## config.mk

```make
export PLATFORM = sky130hd
export DESIGN_NAME = lpsr_device_flat
export DESIGN_NICKNAME = d
export VERILOG_FILES = /design/src/inc/lpsr_pkg.sv /design/src/inc/lpsr_link_if.sv /design/src/lpsr_device.sv /design/src/flat_wrapper.sv
export SDC_FILE = /design/constraint.sdc
export NUM_CORES = 1
export LEC_CHECK = 0
export ABC_AREA = 1
export BUFFER_PORTS_ARGS = -buffer_cell sky130_fd_sc_hd__buf_2
export CAP_MARGIN = 40
export CORE_ASPECT_RATIO = 1.2
export CORE_UTILIZATION = 55
export DETAILED_ROUTE_END_ITERATION = 10
export PLACE_DENSITY = 0.8
export SLEW_MARGIN = 20
export SYNTH_ARGS = -nofsm -noshare
export SYNTH_HDL_FRONTEND = slang
export SYNTH_SLANG_ARGS = --single-unit
```

## constraint.sdc

```tcl
create_clock -name pclk -period 2.5 [get_ports pclk]
set_clock_uncertainty 0.1 [all_clocks]
set_input_delay 0.375 -clock pclk [delete_from_list [all_inputs] [get_ports pclk]]
set_output_delay 0.375 -clock pclk [all_outputs]
set_load 0.02 [all_outputs]
```

## src/inc/lpsr_pkg.sv

```systemverilog
package lpsr_pkg;
   // System clock rate and link clock divider
   localparam int         CLK_MHZ        = 40;
   localparam logic [2:0] CK_RISE_SLOT   = 3'h5;
   localparam logic [2:0] CK_FALL_SLOT   = 3'h1;
   // Timing in nanoseconds and derived pclk counts (least times round up)
   localparam int         CKESR_NS       = 15;
   localparam int         XSR_NS         = 140;
   localparam int         REF_INT_NS     = 7800;
   localparam int         CKESR_CYC      = (CKESR_NS * CLK_MHZ + 999) / 1000;
   localparam int         XSR_CYC        = (XSR_NS * CLK_MHZ + 999) / 1000;
   localparam int         SR_REF_CYC_DEF = (REF_INT_NS * CLK_MHZ) / 1000;
   // Slack for the two-flop delay on the far end
   localparam int         SYNC_MARGIN    = 8;
   localparam int         RD_LAT_DEF     = 3;
   localparam int         MODE_READ_PERIOD_CK        = 2;
   localparam int         MRR_GAP_CK     = 2;
   // Command/address encodings, ca[3:0], self refresh entry on ca[2:0]
   localparam logic [2:0] CA_SREF        = 3'h4;
   localparam logic [3:0] CA_MRR         = 4'h8;
   localparam logic [3:0] CA_ALL_BANK_REFRESH       = 4'hC;
   localparam logic [3:0] CA_SINGLE_BANK_REFRESH       = 4'h4;
   // Mode register numbers
   localparam logic [7:0] MR_BANK_MASK   = 8'h10;
   localparam logic [7:0] MR_SEG_MASK    = 8'h11;
   localparam logic [7:0] MR_VENDOR      = 8'h05;
   localparam logic [7:0] MASK_RST       = 8'h00;
   // Controller register offsets and fields
   localparam logic [7:0] OFS_CTRL       = 8'h00;
   localparam logic [7:0] OFS_MRR_CMD    = 8'h04;
   localparam logic [7:0] OFS_MRR_DATA   = 8'h08;
   localparam logic [7:0] OFS_STATUS     = 8'h0C;
   localparam int         ST_SREF_BIT    = 0;
   localparam int         ST_BUSY_BIT    = 1;
   localparam int         ST_DONE_BIT    = 2;
endpackage : lpsr_pkg

```

## src/inc/lpsr_link_if.sv

```systemverilog
interface lpsr_link_if;
   logic        ck;
   logic        cke;
   logic        cs_n;
   logic [9:0]  ca;
   logic [15:0] dq_out;
   logic        dq_oe;
   logic [1:0]  dqs_out;
   logic        dqs_oe;
   logic [15:0] dq;
   logic [1:0]  dqs;

   // Undriven data lines read as low
   assign dq  = dq_oe ? dq_out : 16'h0000;
   assign dqs = dqs_oe ? dqs_out : 2'h0;

   modport ctrl (output ck, output cke, output cs_n, output ca, input dq, input dqs);
   modport dev  (input ck, input cke, input cs_n, input ca,
                 output dq_out, output dq_oe, output dqs_out, output dqs_oe);
endinterface : lpsr_link_if

```

## src/lpsr_device.sv

```systemverilog
// Summary of operation
// - Entry: CKE low, CS low, CA=100
// - CKE high the cycle before entry
// - NOP right after entry command
// - Stay in self refresh while CKE low
// - Ignore all inputs but CKE inside
// - Refresh at entry, gate internal clock
// - Honour minimum residency before exit
// - Clock may stop, restart before exit
// - Two stable clocks before raising CKE
// - Exit interval from edge after CKE
// - Only NOPs during exit interval
// - CKE high during exit unless re-entry
// - Refresh once before next self refresh
// - All banks idle before entry
// - Bank mask bit blocks bank refresh
// - Segment mask combines with bank mask
// - Mode read encoding, split address edges
// - Data on low byte, first beat
// - Four beats, two-cycle NOP period
// - Mode write spacing after mode read
// - Read to mode read spacing BL/2
// - Write to mode read spacing
// - Bank counter to zero on exit
module lpsr_device #(
   parameter int         RD_LAT     = lpsr_pkg::RD_LAT_DEF,
   parameter int         SR_REF_CYC = lpsr_pkg::SR_REF_CYC_DEF,
   // Arbitrary identification value
   parameter logic [7:0] VENDOR_ID  = 8'h5A
) (
   // System
   input  wire logic       pclk,
   input  wire logic       presetn,
   // Link
   lpsr_link_if.dev        link,
   // Mode register load
   input  wire logic       mr_wr,
   input  wire logic [7:0] mr_addr,
   input  wire logic [7:0] mr_data,
   // Status
   output logic            in_self_refresh,
   output logic            clk_gated,
   output logic            refresh_strobe,
   output logic [7:0]      refresh_bank_en,
   output logic [7:0]      refresh_seg_en,
   output logic [2:0]      bank_count,
   output logic            cmd_error
);

   typedef enum logic [2:0] {D_IDLE, D_SREF, D_EXIT, D_MRR_ADDR, D_MRR_LAT, D_MRR_BURST}
      lpsr_dstate_t;

   if (RD_LAT < 1 || RD_LAT > 15) begin : g_chk_lat
      $error("RD_LAT must be 1 to 15");
   end
   if (SR_REF_CYC < 2 || SR_REF_CYC > 65535) begin : g_chk_ref
      $error("SR_REF_CYC must be 2 to 65535");
   end

   lpsr_dstate_t state_r;
   lpsr_dstate_t state_nxt;
   logic [12:0]  sync1_r;
   logic [12:0]  sync2_r;
   logic         ck_prev_r;
   logic [15:0]  xsr_cnt_r;
   logic [15:0]  xsr_nxt;
   logic [15:0]  ref_tmr_r;
   logic [3:0]   lat_cnt_r;
   logic [3:0]   lat_nxt;
   logic [1:0]   beat_r;
   logic [1:0]   beat_nxt;
   logic [1:0]   mode_read_period_cnt_r;
   logic [1:0]   mode_read_period_nxt;
   logic [7:0]   addr_r;
   logic [7:0]   addr_nxt;
   logic         err_nxt;
   logic         cmd_error_r;
   logic [7:0]   bank_mask_r;
   logic [7:0]   seg_mask_r;
   logic [2:0]   bank_cnt_r;
   logic         in_sref_r;
   logic         strobe_r;
   logic [7:0]   bank_en_r;
   logic [7:0]   seg_en_r;
   logic [15:0]  dq_out_r;
   logic         dq_oe_r;
   logic [1:0]   dqs_out_r;

   // Synchronised pins
   wire       ck_s   = sync2_r[12];
   wire       cke_s  = sync2_r[11];
   wire       cs_n_s = sync2_r[10];
   wire [9:0] ca_s   = sync2_r[9:0];
   wire       ck_rise = ck_s & ~ck_prev_r;
   wire       ck_fall = ~ck_s & ck_prev_r;

   // Command decode at the rising link edge
   wire cmd_valid = ck_rise & ~cs_n_s;
   wire is_sre    = cmd_valid & ~cke_s & (ca_s[2:0] == lpsr_pkg::CA_SREF);
   wire is_mrr    = cmd_valid & cke_s & (ca_s[3:0] == lpsr_pkg::CA_MRR);
   wire is_all_bank_refresh  = cmd_valid & cke_s & (ca_s[3:0] == lpsr_pkg::CA_ALL_BANK_REFRESH);
   wire is_single_bank_refresh  = cmd_valid & cke_s & (ca_s[3:0] == lpsr_pkg::CA_SINGLE_BANK_REFRESH);
   wire idle      = (state_r == D_IDLE);
   wire exit_edge = (state_r == D_SREF) & ck_rise & cke_s;

   // Internal refresh timer, runs without the link clock
   wire sr_enter = (state_nxt == D_SREF) & (state_r != D_SREF);
   wire ref_due  = sr_enter | ((state_r == D_SREF) & (ref_tmr_r == 16'h0000));
   wire [15:0] ref_tmr_nxt = ref_due ? 16'(SR_REF_CYC - 1) :
                             (state_r == D_SREF) ? ref_tmr_r - 16'h0001 : ref_tmr_r;

   // bank counter realigned on exit and all-bank refresh
   wire [2:0] bank_cnt_nxt = (exit_edge | (idle & is_all_bank_refresh)) ? 3'h0 :
                             (idle & is_single_bank_refresh) ? bank_cnt_r + 3'h1 : bank_cnt_r;

   // bank mask, segment mask, both write-only
   wire wr_bank = mr_wr & (mr_addr == lpsr_pkg::MR_BANK_MASK);
   wire wr_seg  = mr_wr & (mr_addr == lpsr_pkg::MR_SEG_MASK);

   // only the low byte of the first beat is meaningful
   wire [7:0]  mr_rd     = (addr_r == lpsr_pkg::MR_VENDOR) ? VENDOR_ID : 8'h00;
   wire        burst_nxt = (state_nxt == D_MRR_BURST);
   wire [15:0] dq_nxt    = (burst_nxt & (beat_nxt == 2'h0)) ? {8'h00, mr_rd} : 16'h0000;
   wire [1:0]  dqs_nxt   = {2{burst_nxt & ~beat_nxt[0]}};

   always_comb
   begin
      state_nxt = state_r;
      xsr_nxt   = xsr_cnt_r;
      lat_nxt   = lat_cnt_r;
      beat_nxt  = beat_r;
      addr_nxt  = addr_r;
      mode_read_period_nxt  = mode_read_period_cnt_r;
      err_nxt   = cmd_error_r;
      if (ck_rise && mode_read_period_cnt_r != 2'h0)
         mode_read_period_nxt = mode_read_period_cnt_r - 2'h1;
      // only NOPs inside the mode read period
      if (cmd_valid && mode_read_period_cnt_r != 2'h0)
         err_nxt = 1'b1;
      case (state_r)
         D_IDLE:
         begin
            if (is_sre)
               state_nxt = D_SREF;
            else if (is_mrr)
            begin
               addr_nxt  = {ca_s[9:4], 2'h0};
               lat_nxt   = 4'(RD_LAT);
               mode_read_period_nxt  = 2'(lpsr_pkg::MODE_READ_PERIOD_CK - 1);
               state_nxt = D_MRR_ADDR;
            end
         end
         D_SREF:
         begin
            // only a CKE high edge leaves
            if (exit_edge)
            begin
               xsr_nxt   = 16'(lpsr_pkg::XSR_CYC);
               state_nxt = D_EXIT;
            end
         end
         D_EXIT:
         begin
            // re-entry allowed during the exit interval
            if (is_sre)
               state_nxt = D_SREF;
            else
            begin
               // any command or CKE low inside the interval is flagged
               if (cmd_valid || (ck_rise && !cke_s))
                  err_nxt = 1'b1;
               // interval counted from the exit edge
               if (xsr_cnt_r == 16'h0000)
                  state_nxt = D_IDLE;
               else
                  xsr_nxt = xsr_cnt_r - 16'h0001;
            end
         end
         D_MRR_ADDR:
         begin
            // low address bits from the falling edge
            if (ck_fall)
            begin
               addr_nxt[1:0] = ca_s[1:0];
               state_nxt     = D_MRR_LAT;
            end
         end
         D_MRR_LAT:
         begin
            if (ck_rise)
            begin
               if (lat_cnt_r == 4'h1)
               begin
                  beat_nxt  = 2'h0;
                  state_nxt = D_MRR_BURST;
               end
               else
                  lat_nxt = lat_cnt_r - 4'h1;
            end
         end
         D_MRR_BURST:
         begin
            // four beats, one per link edge, never cut short
            if (ck_rise || ck_fall)
            begin
               if (beat_r == 2'h3)
                  state_nxt = D_IDLE;
               else
                  beat_nxt = beat_r + 2'h1;
            end
         end
         default: state_nxt = D_IDLE;
      endcase
   end

   always_ff @(posedge pclk or negedge presetn)
   begin
      if (!presetn)
      begin
         sync1_r   <= 13'h0000;
         sync2_r   <= 13'h0000;
         ck_prev_r <= 1'b0;
      end
      else
      begin
         sync1_r   <= {link.ck, link.cke, link.cs_n, link.ca};
         sync2_r   <= sync1_r;
         ck_prev_r <= ck_s;
      end
   end

   always_ff @(posedge pclk or negedge presetn)
   begin
      if (!presetn)
      begin
         state_r     <= D_IDLE;
         xsr_cnt_r   <= 16'h0000;
         lat_cnt_r   <= 4'h0;
         beat_r      <= 2'h0;
         addr_r      <= 8'h00;
         mode_read_period_cnt_r  <= 2'h0;
         cmd_error_r <= 1'b0;
         ref_tmr_r   <= 16'h0000;
         bank_cnt_r  <= 3'h0;
      end
      else
      begin
         state_r     <= state_nxt;
         xsr_cnt_r   <= xsr_nxt;
         lat_cnt_r   <= lat_nxt;
         beat_r      <= beat_nxt;
         addr_r      <= addr_nxt;
         mode_read_period_cnt_r  <= mode_read_period_nxt;
         cmd_error_r <= err_nxt;
         ref_tmr_r   <= ref_tmr_nxt;
         bank_cnt_r  <= bank_cnt_nxt;
      end
   end

   // Masks reset to refresh-everything
   always_ff @(posedge pclk or negedge presetn)
   begin
      if (!presetn)
      begin
         bank_mask_r <= lpsr_pkg::MASK_RST;
         seg_mask_r  <= lpsr_pkg::MASK_RST;
      end
      else
      begin
         if (wr_bank)
            bank_mask_r <= mr_data;
         if (wr_seg)
            seg_mask_r <= mr_data;
      end
   end

   always_ff @(posedge pclk or negedge presetn)
   begin
      if (!presetn)
      begin
         in_sref_r <= 1'b0;
         strobe_r  <= 1'b0;
         bank_en_r <= 8'h00;
         seg_en_r  <= 8'h00;
         dq_out_r  <= 16'h0000;
         dq_oe_r   <= 1'b0;
         dqs_out_r <= 2'h0;
      end
      else
      begin
         in_sref_r <= (state_nxt == D_SREF);
         strobe_r  <= ref_due;
         // a cell refreshes only if neither mask blocks it
         bank_en_r <= ~bank_mask_r;
         seg_en_r  <= ~seg_mask_r;
         dq_out_r  <= dq_nxt;
         dq_oe_r   <= burst_nxt;
         dqs_out_r <= dqs_nxt;
      end
   end

   assign link.dq_out     = dq_out_r;
   assign link.dq_oe      = dq_oe_r;
   assign link.dqs_out    = dqs_out_r;
   assign link.dqs_oe     = dq_oe_r;
   assign in_self_refresh = in_sref_r;
   // internal clock gated while in self refresh
   assign clk_gated       = in_sref_r;
   assign refresh_strobe  = strobe_r;
   assign refresh_bank_en = bank_en_r;
   assign refresh_seg_en  = seg_en_r;
   assign bank_count      = bank_cnt_r;
   assign cmd_error       = cmd_error_r;

endmodule : lpsr_device

```

## src/flat_wrapper.sv

```systemverilog
// flat-port wrapper written by rule: the top's interface ports become plain ports
module lpsr_device_flat 
#(
   parameter int         RD_LAT     = lpsr_pkg::RD_LAT_DEF,
   parameter int         SR_REF_CYC = lpsr_pkg::SR_REF_CYC_DEF,
                                    
   parameter logic [7:0] VENDOR_ID  = 8'h5A
)
  (pclk, presetn, mr_wr, mr_addr, mr_data, in_self_refresh, clk_gated, refresh_strobe, refresh_bank_en, refresh_seg_en, bank_count, cmd_error, link_ck, link_cke, link_cs_n, link_ca, link_dq_out, link_dq_oe, link_dqs_out, link_dqs_oe);
  lpsr_link_if link_i ();
  input  wire logic pclk;
  input  wire logic presetn;
  input  wire logic mr_wr;
  input  wire logic [7:0] mr_addr;
  input  wire logic [7:0] mr_data;
  output logic in_self_refresh;
  output logic clk_gated;
  output logic refresh_strobe;
  output logic [7:0] refresh_bank_en;
  output logic [7:0] refresh_seg_en;
  output logic [2:0] bank_count;
  output logic cmd_error;
  input wire logic [$bits(link_i.ck)-1:0] link_ck;
  input wire logic [$bits(link_i.cke)-1:0] link_cke;
  input wire logic [$bits(link_i.cs_n)-1:0] link_cs_n;
  input wire logic [$bits(link_i.ca)-1:0] link_ca;
  output wire logic [$bits(link_i.dq_out)-1:0] link_dq_out;
  output wire logic [$bits(link_i.dq_oe)-1:0] link_dq_oe;
  output wire logic [$bits(link_i.dqs_out)-1:0] link_dqs_out;
  output wire logic [$bits(link_i.dqs_oe)-1:0] link_dqs_oe;
  assign link_i.ck = link_ck;
  assign link_i.cke = link_cke;
  assign link_i.cs_n = link_cs_n;
  assign link_i.ca = link_ca;
  assign link_dq_out = link_i.dq_out;
  assign link_dq_oe = link_i.dq_oe;
  assign link_dqs_out = link_i.dqs_out;
  assign link_dqs_oe = link_i.dqs_oe;
  lpsr_device #(.RD_LAT(RD_LAT), .SR_REF_CYC(SR_REF_CYC), .VENDOR_ID(VENDOR_ID)) u_core (.pclk(pclk), .presetn(presetn), .link(link_i), .mr_wr(mr_wr), .mr_addr(mr_addr), .mr_data(mr_data), .in_self_refresh(in_self_refresh), .clk_gated(clk_gated), .refresh_strobe(refresh_strobe), .refresh_bank_en(refresh_bank_en), .refresh_seg_en(refresh_seg_en), .bank_count(bank_count), .cmd_error(cmd_error));
endmodule
```

After elaboration in Yosys (flattened, before gate mapping)
Cells that the tools add are included.

word-level totals
  output and inout port bits = 43
  bits of input ports = 32
  register bits = 134
  word-level logic and storage cells = 145

operators by class
  bitwise gates (word level) = 29
  muxes and demuxes = 43
  add/sub/neg operators = 6
  equality and inequality tests = 25
  reductions and logical operators = 20

operators by type and width
  cell                                                                  number
  16-bit 2-to-1 mux                                                     5
  3-bit 2-to-1 mux                                                      12
  16-bit logical NOT                                                    2
  16-bit case mux with 2 select lines                                   1
  16-bit by 1-bit subtractor with 16-bit output, second input constant  2
  2-bit 2-to-1 mux                                                      11
  1-bit bitwise AND                                                     19
  3-bit case mux with 6 select lines                                    1
  8-bit by 5-bit == test with 1-bit output, second input constant       2
  4-bit 2-to-1 mux                                                      4
  8-bit inverter                                                        2
  3-bit == test, second input constant                                  4
  2-bit nonzero test                                                    6
  4-bit == test, second input constant                                  2
  8-bit by 3-bit == test with 1-bit output, second input constant       1
  8-bit 2-to-1 mux                                                      1
  2-bit by 1-bit != test with 1-bit output, second input constant       4
  2-bit != test, second input constant                                  4
  2-bit case mux with 2 select lines                                    2
  4-bit case mux with 2 select lines                                    1
  4-bit AND reduction                                                   2
  7-bit 2-to-1 mux                                                      1
  3-bit by 1-bit == test with 1-bit output, second input constant       2
  3-bit by 2-bit == test with 1-bit output, second input constant       2
  18 further kinds                                                      30

Longest topological paths before layout
  depth in word-level cells = 12
  depth in mapped cells = 14

Worst setup path after synthesis
No wires, ideal clock.

  path type = register -> register
  start = register u_core.ck_prev_r
  end = register u_core.ref_tmr_r[8]
  data required time = 2.277 ns
  arrival = 1.668 ns
  period minus slack after synthesis = 1.891 ns
  path slack = 0.609 ns
  library setup time = 0.123 ns
  cell stages (with the launch flop) = 14
  cells stage by stage = dfrtp_1 -> inv_1 -> ha_1 -> buf_4 -> nand3_1 -> nor2_1 -> nor2_2 -> nand2_2 -> nand2_2 -> nor2_4 -> nand3_4 -> buf_4 -> nand3_1 -> nand2_1

between the ends
  word-level cells in the longest chain between the ends = 12
  elaborated cells on any way between the ends = 24
  classes of those cells = eq/ne: 1; mux: 9; bitwise: 12; reduce/logical: 2

ends and longest elaborated chain
  what                                                            RTL line            RTL
  start, declared                                                 lpsr_device.sv:64   logic ck_prev_r;
  start signal, assigned                                          lpsr_device.sv:228  ck_prev_r <= ck_s;
  1-bit inverter                                                  lpsr_device.sv:94   wire ck_rise = ck_s & ~ck_prev_r;
  1-bit bitwise AND                                               lpsr_device.sv:94
  1-bit bitwise AND                                               lpsr_device.sv:98   wire cmd_valid = ck_rise & ~cs_n_s;
  1-bit bitwise AND (2 in a row)                                  lpsr_device.sv:100  wire is_mrr = cmd_valid & cke_s & (ca_s[3:0] == lpsr_pkg::CA_MRR);
  3-bit 2-to-1 mux                                                lpsr_device.sv:145  else if (is_mrr)
  3-bit 2-to-1 mux                                                lpsr_device.sv:143  if (is_sre)
  3-bit case mux with 6 select lines (*)                          lpsr_device.sv:140  case (state_r)
  3-bit by 1-bit == test with 1-bit output (*)                    lpsr_device.sv:107  wire sr_enter = (state_nxt == D_SREF) & (state_r != D_SREF);
  1-bit bitwise AND (*)                                           lpsr_device.sv:107
  1-bit bitwise OR (*)                                            lpsr_device.sv:108  wire ref_due = sr_enter | ((state_r == D_SREF) & (ref_tmr_r == 16'h0000));
  16-bit 2-to-1 mux / 2-bit nonzero test (equally long branches)  n/a
  end signal, assigned                                            lpsr_device.sv:255  ref_tmr_r <= ref_tmr_nxt;
  end, declared                                                   lpsr_device.sv:67   logic [15:0] ref_tmr_r;

Every way passes the cells marked *; elsewhere a longest branch is shown, timed or not.
A chain may end at the register's enable or synchronous reset.

Worst setup path after layout
  start = register u_core.ck_prev_r
  end = register u_core.ref_tmr_r[4]

The elaborated chain is that of the path after synthesis.

==> flow_results.xml <==
<?xml version="1.0" encoding="UTF-8"?>
<metrics>
  <group name="setup_path">
    <metric name="cp_max_fo" unit="">15</metric>
    <metric name="worst_setup_path_start_kind" unit="">register</metric>
    <metric name="worst_ep_required_time" unit="ns">2.74</metric>
    <metric name="timing.critical_path.to_type" unit="">register</metric>
    <metric name="critPathArrivalTime" unit="ns">2.46</metric>
    <metric name="timing.setup.critical_path_class" unit="">register to register</metric>
  </group>
  <group name="power">
    <metric name="switching_share" unit="">0.3468</metric>
    <metric name="p_leak" unit="uW">0.003273</metric>
    <metric name="sequential_share_of_power" unit="">0.380</metric>
    <metric name="totalPowerFinal" unit="uW">6441</metric>
    <metric name="total_switching_power" unit="uW">2233</metric>
    <metric name="power.ir.vdd_worst" unit="uV">771.9</metric>
    <metric name="total_power_divided_by_cell_area" unit="nW/um^2">987.1</metric>
    <metric name="internal-power" unit="uW">4207</metric>
    <metric name="pwr-share-comb" unit="">0.270</metric>
    <metric name="share_clk_of_total_power" unit="">0.350</metric>
  </group>
  <group name="final_layout">
    <metric name="diodes" unit="">0</metric>
    <metric name="fraction_of_final_layout_cells_sized_beyond_drive_strength_1" unit="">0.2026</metric>
    <metric name="most-common-layout-cells" unit="">sky130_fd_sc_hd__nand2_1 (120), sky130_fd_sc_hd__dfrtp_1 (119), sky130_fd_sc_hd__inv_1 (82)</metric>
    <metric name="fin_nets" unit="">720</metric>
    <metric name="layout.filler_cells" unit="">681</metric>
    <metric name="area_growth" unit="%">19.15</metric>
    <metric name="layout_commonest_cell" unit="">sky130_fd_sc_hd__nand2_1</metric>
  </group>
  <group name="logic_synthesis">
    <metric name="dominantRegCellSynth" unit="">sky130_fd_sc_hd__dfrtp_1</metric>
    <metric name="synth_seq_area_share" unit="">0.5438</metric>
    <metric name="postSynthCellCount" unit="">596</metric>
    <metric name="synth.ff_latch_count" unit="">119</metric>
    <metric name="synth_async_sr_flop_share" unit="">1.000</metric>
    <metric name="count_of_different_cell_masters_after_synthesis" unit="">38</metric>
    <metric name="post_synth_instance_area" unit="sq um">5477</metric>
    <metric name="number_of_synthesis_warnings" unit="">0</metric>
    <metric name="synthesis.area_per_instance" unit="sq um">9.189</metric>
    <metric name="synth-edff-count" unit="">0</metric>
  </group>
  <group name="run">
    <metric name="max_cap_viol_count" unit="">0</metric>
  </group>
  <group name="clocking">
    <metric name="post_cts.repair.setup_buffers" unit="">0</metric>
    <metric name="worst_skew_pair.late_latency" unit="ns">0.41</metric>
    <metric name="number_of_hold_buffers_added_after_cts" unit="">14</metric>
    <metric name="tritoncts" unit="">built</metric>
    <metric name="htree_levels" unit="">4</metric>
    <metric name="cts_root_buffer" unit="">sky130_fd_sc_hd__clkbuf_16</metric>
    <metric name="number_of_buffers_created_by_cts" unit="">17</metric>
    <metric name="clock-sinks" unit="">119</metric>
    <metric name="maximum_root_to_sink_buffer_count" unit="">2</metric>
    <metric name="clkSlewWorstSetupHoldPaths" unit="ns">0.06</metric>
    <metric name="postCtsResizedCells" unit="">0</metric>
  </group>
  <group name="placed_design">
    <metric name="gp_congestion" unit="">0.8609</metric>
    <metric name="buffer_ports.inserted" unit="">62</metric>
    <metric name="post-dp-hpwl" unit="mm">6.810</metric>
  </group>
  <group name="die">
    <metric name="die-area" unit="sq um">10360</metric>
    <metric name="initial_utilization" unit="">0.5697</metric>
    <metric name="die-width" unit="um">93.09</metric>
    <metric name="core-area" unit="sq um">9613</metric>
    <metric name="chip_height" unit="um">111.3</metric>
    <metric name="pin_count" unit="">75</metric>
    <metric name="fp-row-count" unit="">39</metric>
  </group>
  <group name="routing">
    <metric name="firstDrtPassIters" unit="">6</metric>
    <metric name="detail_route.drc_violations" unit="">0</metric>
    <metric name="dr.max_layer_used" unit="">met4</metric>
    <metric name="post_drt_via_cell_ratio" unit="">4.983</metric>
    <metric name="drt.antenna.violating_nets" unit="">0</metric>
    <metric name="average_wire_per_cell_in_the_routed_design" unit="um">12.63</metric>
    <metric name="detailroute.via_count" unit="">4056</metric>
    <metric name="drt-total-wl" unit="mm">10.28</metric>
    <metric name="wl_met2" unit="mm">5.385</metric>
    <metric name="dr_wl_met3" unit="um">382</metric>
    <metric name="dr.first_iter.drc_count" unit="">209</metric>
    <metric name="routedLengthMet1" unit="mm">4.390</metric>
  </group>
  <group name="timing">
    <metric name="worst_slew_pin_slew" unit="ns">0.5909</metric>
    <metric name="slew_violations" unit="">0</metric>
    <metric name="fmax" unit="GHz">0.4507</metric>
    <metric name="rsz0062_at_grt" unit="">false</metric>
    <metric name="finalSetupViolCount" unit="">0</metric>
    <metric name="hold_viol_final" unit="">0</metric>
    <metric name="finalSetupTns" unit="ns">0</metric>
    <metric name="layout_min_cycle_time" unit="ns">2.219</metric>
    <metric name="max_slew_margin" unit="">0.6057</metric>
    <metric name="timing.final.crit_share" unit="">0.8875</metric>
  </group>
  <group name="grt">
    <metric name="grt-ovfl-total" unit="">0</metric>
    <metric name="first_pass_grt_wire_length" unit="mm">17.90</metric>
    <metric name="grt_start_max_net_pins" unit="">59</metric>
    <metric name="initial_antenna_violation_count" unit="">0</metric>
    <metric name="globalRouteTotalUtil" unit="">0.2202</metric>
    <metric name="first_global_vias" unit="">4006</metric>
  </group>
  <group name="run_status">
    <metric name="outcome" unit="">complete, no violations</metric>
  </group>
  <group name="worst_hold_path">
    <metric name="hp_class" unit="">input pin to register</metric>
  </group>
</metrics>
[worst max-delay path: stages (launching register included)]
cell and delay [ns]:
sky130_fd_sc_hd__dfrtp_1 0.38, sky130_fd_sc_hd__inv_1 0.06, sky130_fd_sc_hd__ha_1 0.34, sky130_fd_sc_hd__nand3_1 0.12
sky130_fd_sc_hd__nor2_1 0.25, sky130_fd_sc_hd__nor2_2 0.08, sky130_fd_sc_hd__nand2_2 0.10, sky130_fd_sc_hd__nand2_2 0.07
sky130_fd_sc_hd__nor2_4 0.11, sky130_fd_sc_hd__nand3_4 0.11, sky130_fd_sc_hd__nand2_4 0.21, sky130_fd_sc_hd__o21ai_0 0.15
sky130_fd_sc_hd__nand2_1 0.08
[Yosys cell counts, types with 4 or more instances]
cell type / instances / area share
sky130_fd_sc_hd__nand3_2: 11 / 0.020
sky130_fd_sc_hd__nand2_2: 5 / 0.0057
sky130_fd_sc_hd__o21ai_0: 42 / 0.038
sky130_fd_sc_hd__inv_1: 82 / 0.056
sky130_fd_sc_hd__a21oi_1: 9 / 0.0082
sky130_fd_sc_hd__o31ai_1: 7 / 0.0096
sky130_fd_sc_hd__ha_1: 9 / 0.021
sky130_fd_sc_hd__nand2_4: 4 / 0.0082
sky130_fd_sc_hd__nand2_1: 120 / 0.082
sky130_fd_sc_hd__buf_4: 21 / 0.029
sky130_fd_sc_hd__dfrtp_1: 119 / 0.54
sky130_fd_sc_hd__xnor2_1: 7 / 0.011
sky130_fd_sc_hd__xor2_1: 15 / 0.024
sky130_fd_sc_hd__nor2_2: 7 / 0.0080
sky130_fd_sc_hd__nor2_4: 4 / 0.0082
sky130_fd_sc_hd__nor3b_1: 4 / 0.0055
sky130_fd_sc_hd__nor2_1: 57 / 0.039
sky130_fd_sc_hd__nor3_1: 7 / 0.0064
sky130_fd_sc_hd__nand3_1: 32 / 0.029
sky130_fd_sc_hd__inv_2: 6 / 0.0041
[kinds of logic (layout without fill, tap and decap cells)]
group           Yosys count  after routing  share of synthesized area
compound gates           63             63                    0.06283
xor+xnor                 22             22                    0.03518
fa+ha+maj                 9              9                    0.02056
buf+inv                 117            201                    0.09984
flops                   119            119                     0.5438
other cells               1             12                  0.0006847
simple gates            265            265                     0.2371
[metal layers]
layer | global-route usage | vias up
met5 | 0 | -
met4 | 0.07897 | 0
met3 | 0.06379 | 14
met2 | 0.3730 | 81
met1 | 0.2661 | 1948
li1 | - | 2013
[sequential cells by signal (all words and copies together), names as in the netlist]
| signal | cells |
|---|---|
| u_core.addr_r | 8 |
| u_core.bank_count | 3 |
| u_core.bank_mask_r | 8 |
| u_core.beat_r | 2 |
| u_core.ck_prev_r | 1 |
| u_core.clk_gated | 1 |
| u_core.cmd_error | 1 |
| u_core.lat_cnt_r | 4 |
| u_core.link.dq_oe | 1 |
| u_core.link.dq_out | 1 |
| u_core.link.dqs_out | 1 |
| u_core.mode_read_period_cnt_r | 2 |
| u_core.ref_tmr_r | 16 |
| u_core.refresh_bank_en | 8 |
| u_core.refresh_seg_en | 8 |
| u_core.refresh_strobe | 1 |
| u_core.seg_mask_r | 8 |
| u_core.state_r | 3 |
| u_core.sync1_r | 13 |
| u_core.sync2_r | 13 |
| u_core.xsr_cnt_r | 16 |
[metrics by stage]
step | setup WS [ns] | area, sq um | cells | hold WS [ns] | utilization
floorplan | 0.6088 | 5518 | 607 | -0.02059 | -
global placement | 0.4382 | 5828 | 769 | 0.2321 | 0.6063
detailed placement | 0.2881 | 5828 | 769 | 0.2355 | 0.6063
CTS | 0.2731 | 6525 | 814 | 0.1200 | 0.6788
global route | 0.07043 | 6525 | 814 | 0.1452 | 0.6788
finish | 0.2813 | 6525 | 814 | 0.1373 | 0.6788
[worst paths after layout]
path                            cells past startpoint                        start                                 to  slack, ns
worst max register to register                     12   u_core.ck_prev_r$_DFF_PN0_    u_core.ref_tmr_r[4]$_DFFE_PN0P_       0.28
worst max-delay path                               12   u_core.ck_prev_r$_DFF_PN0_    u_core.ref_tmr_r[4]$_DFFE_PN0P_       0.28
worst min-delay path                                3                   mr_data[4]  u_core.bank_mask_r[4]$_DFFE_PN0P_       0.14
worst min register to register                      0  u_core.sync1_r[7]$_DFF_PN0_        u_core.sync2_r[7]$_DFF_PN0_       0.24
min in group asynchronous                           2                      presetn   u_core.ref_tmr_r[15]$_DFFE_PN0P_       0.40
max in group asynchronous                           3                      presetn   u_core.seg_mask_r[1]$_DFFE_PN0P_       1.21
[layout make-up]
| cell class | instances | area (sq um) | share of cell area |
|---|---|---|---|
| clock buffer | 20 | 456.7 | 0.06999 |
| clock inverter | 11 | 100.1 | 0.01534 |
| inverter | 90 | 347.8 | 0.05331 |
| multi-input combinational | 371 | 1993 | 0.3055 |
| sequential | 119 | 2978 | 0.4564 |
| tap | 123 | 153.9 | 0.02359 |
| timing repair buffer | 80 | 495.5 | 0.07593 |
[power by group through the flow]
| stage | clock [uW] | combinational, uW | sequential, uW |
|---|---|---|---|
| 6_report | 2250 | 1740 | 2440 |
| 5_1_grt | 2390 | 1980 | 2480 |
| 4_1_cts | 2300 | 1750 | 2440 |
| 3_5_place_dp | 0 | 1710 | 2470 |
| 3_3_place_gp | 0 | 1650 | 2460 |
| 2_1_floorplan | 0 | 1370 | 2480 |
Power figures use the tool's default switching activity.
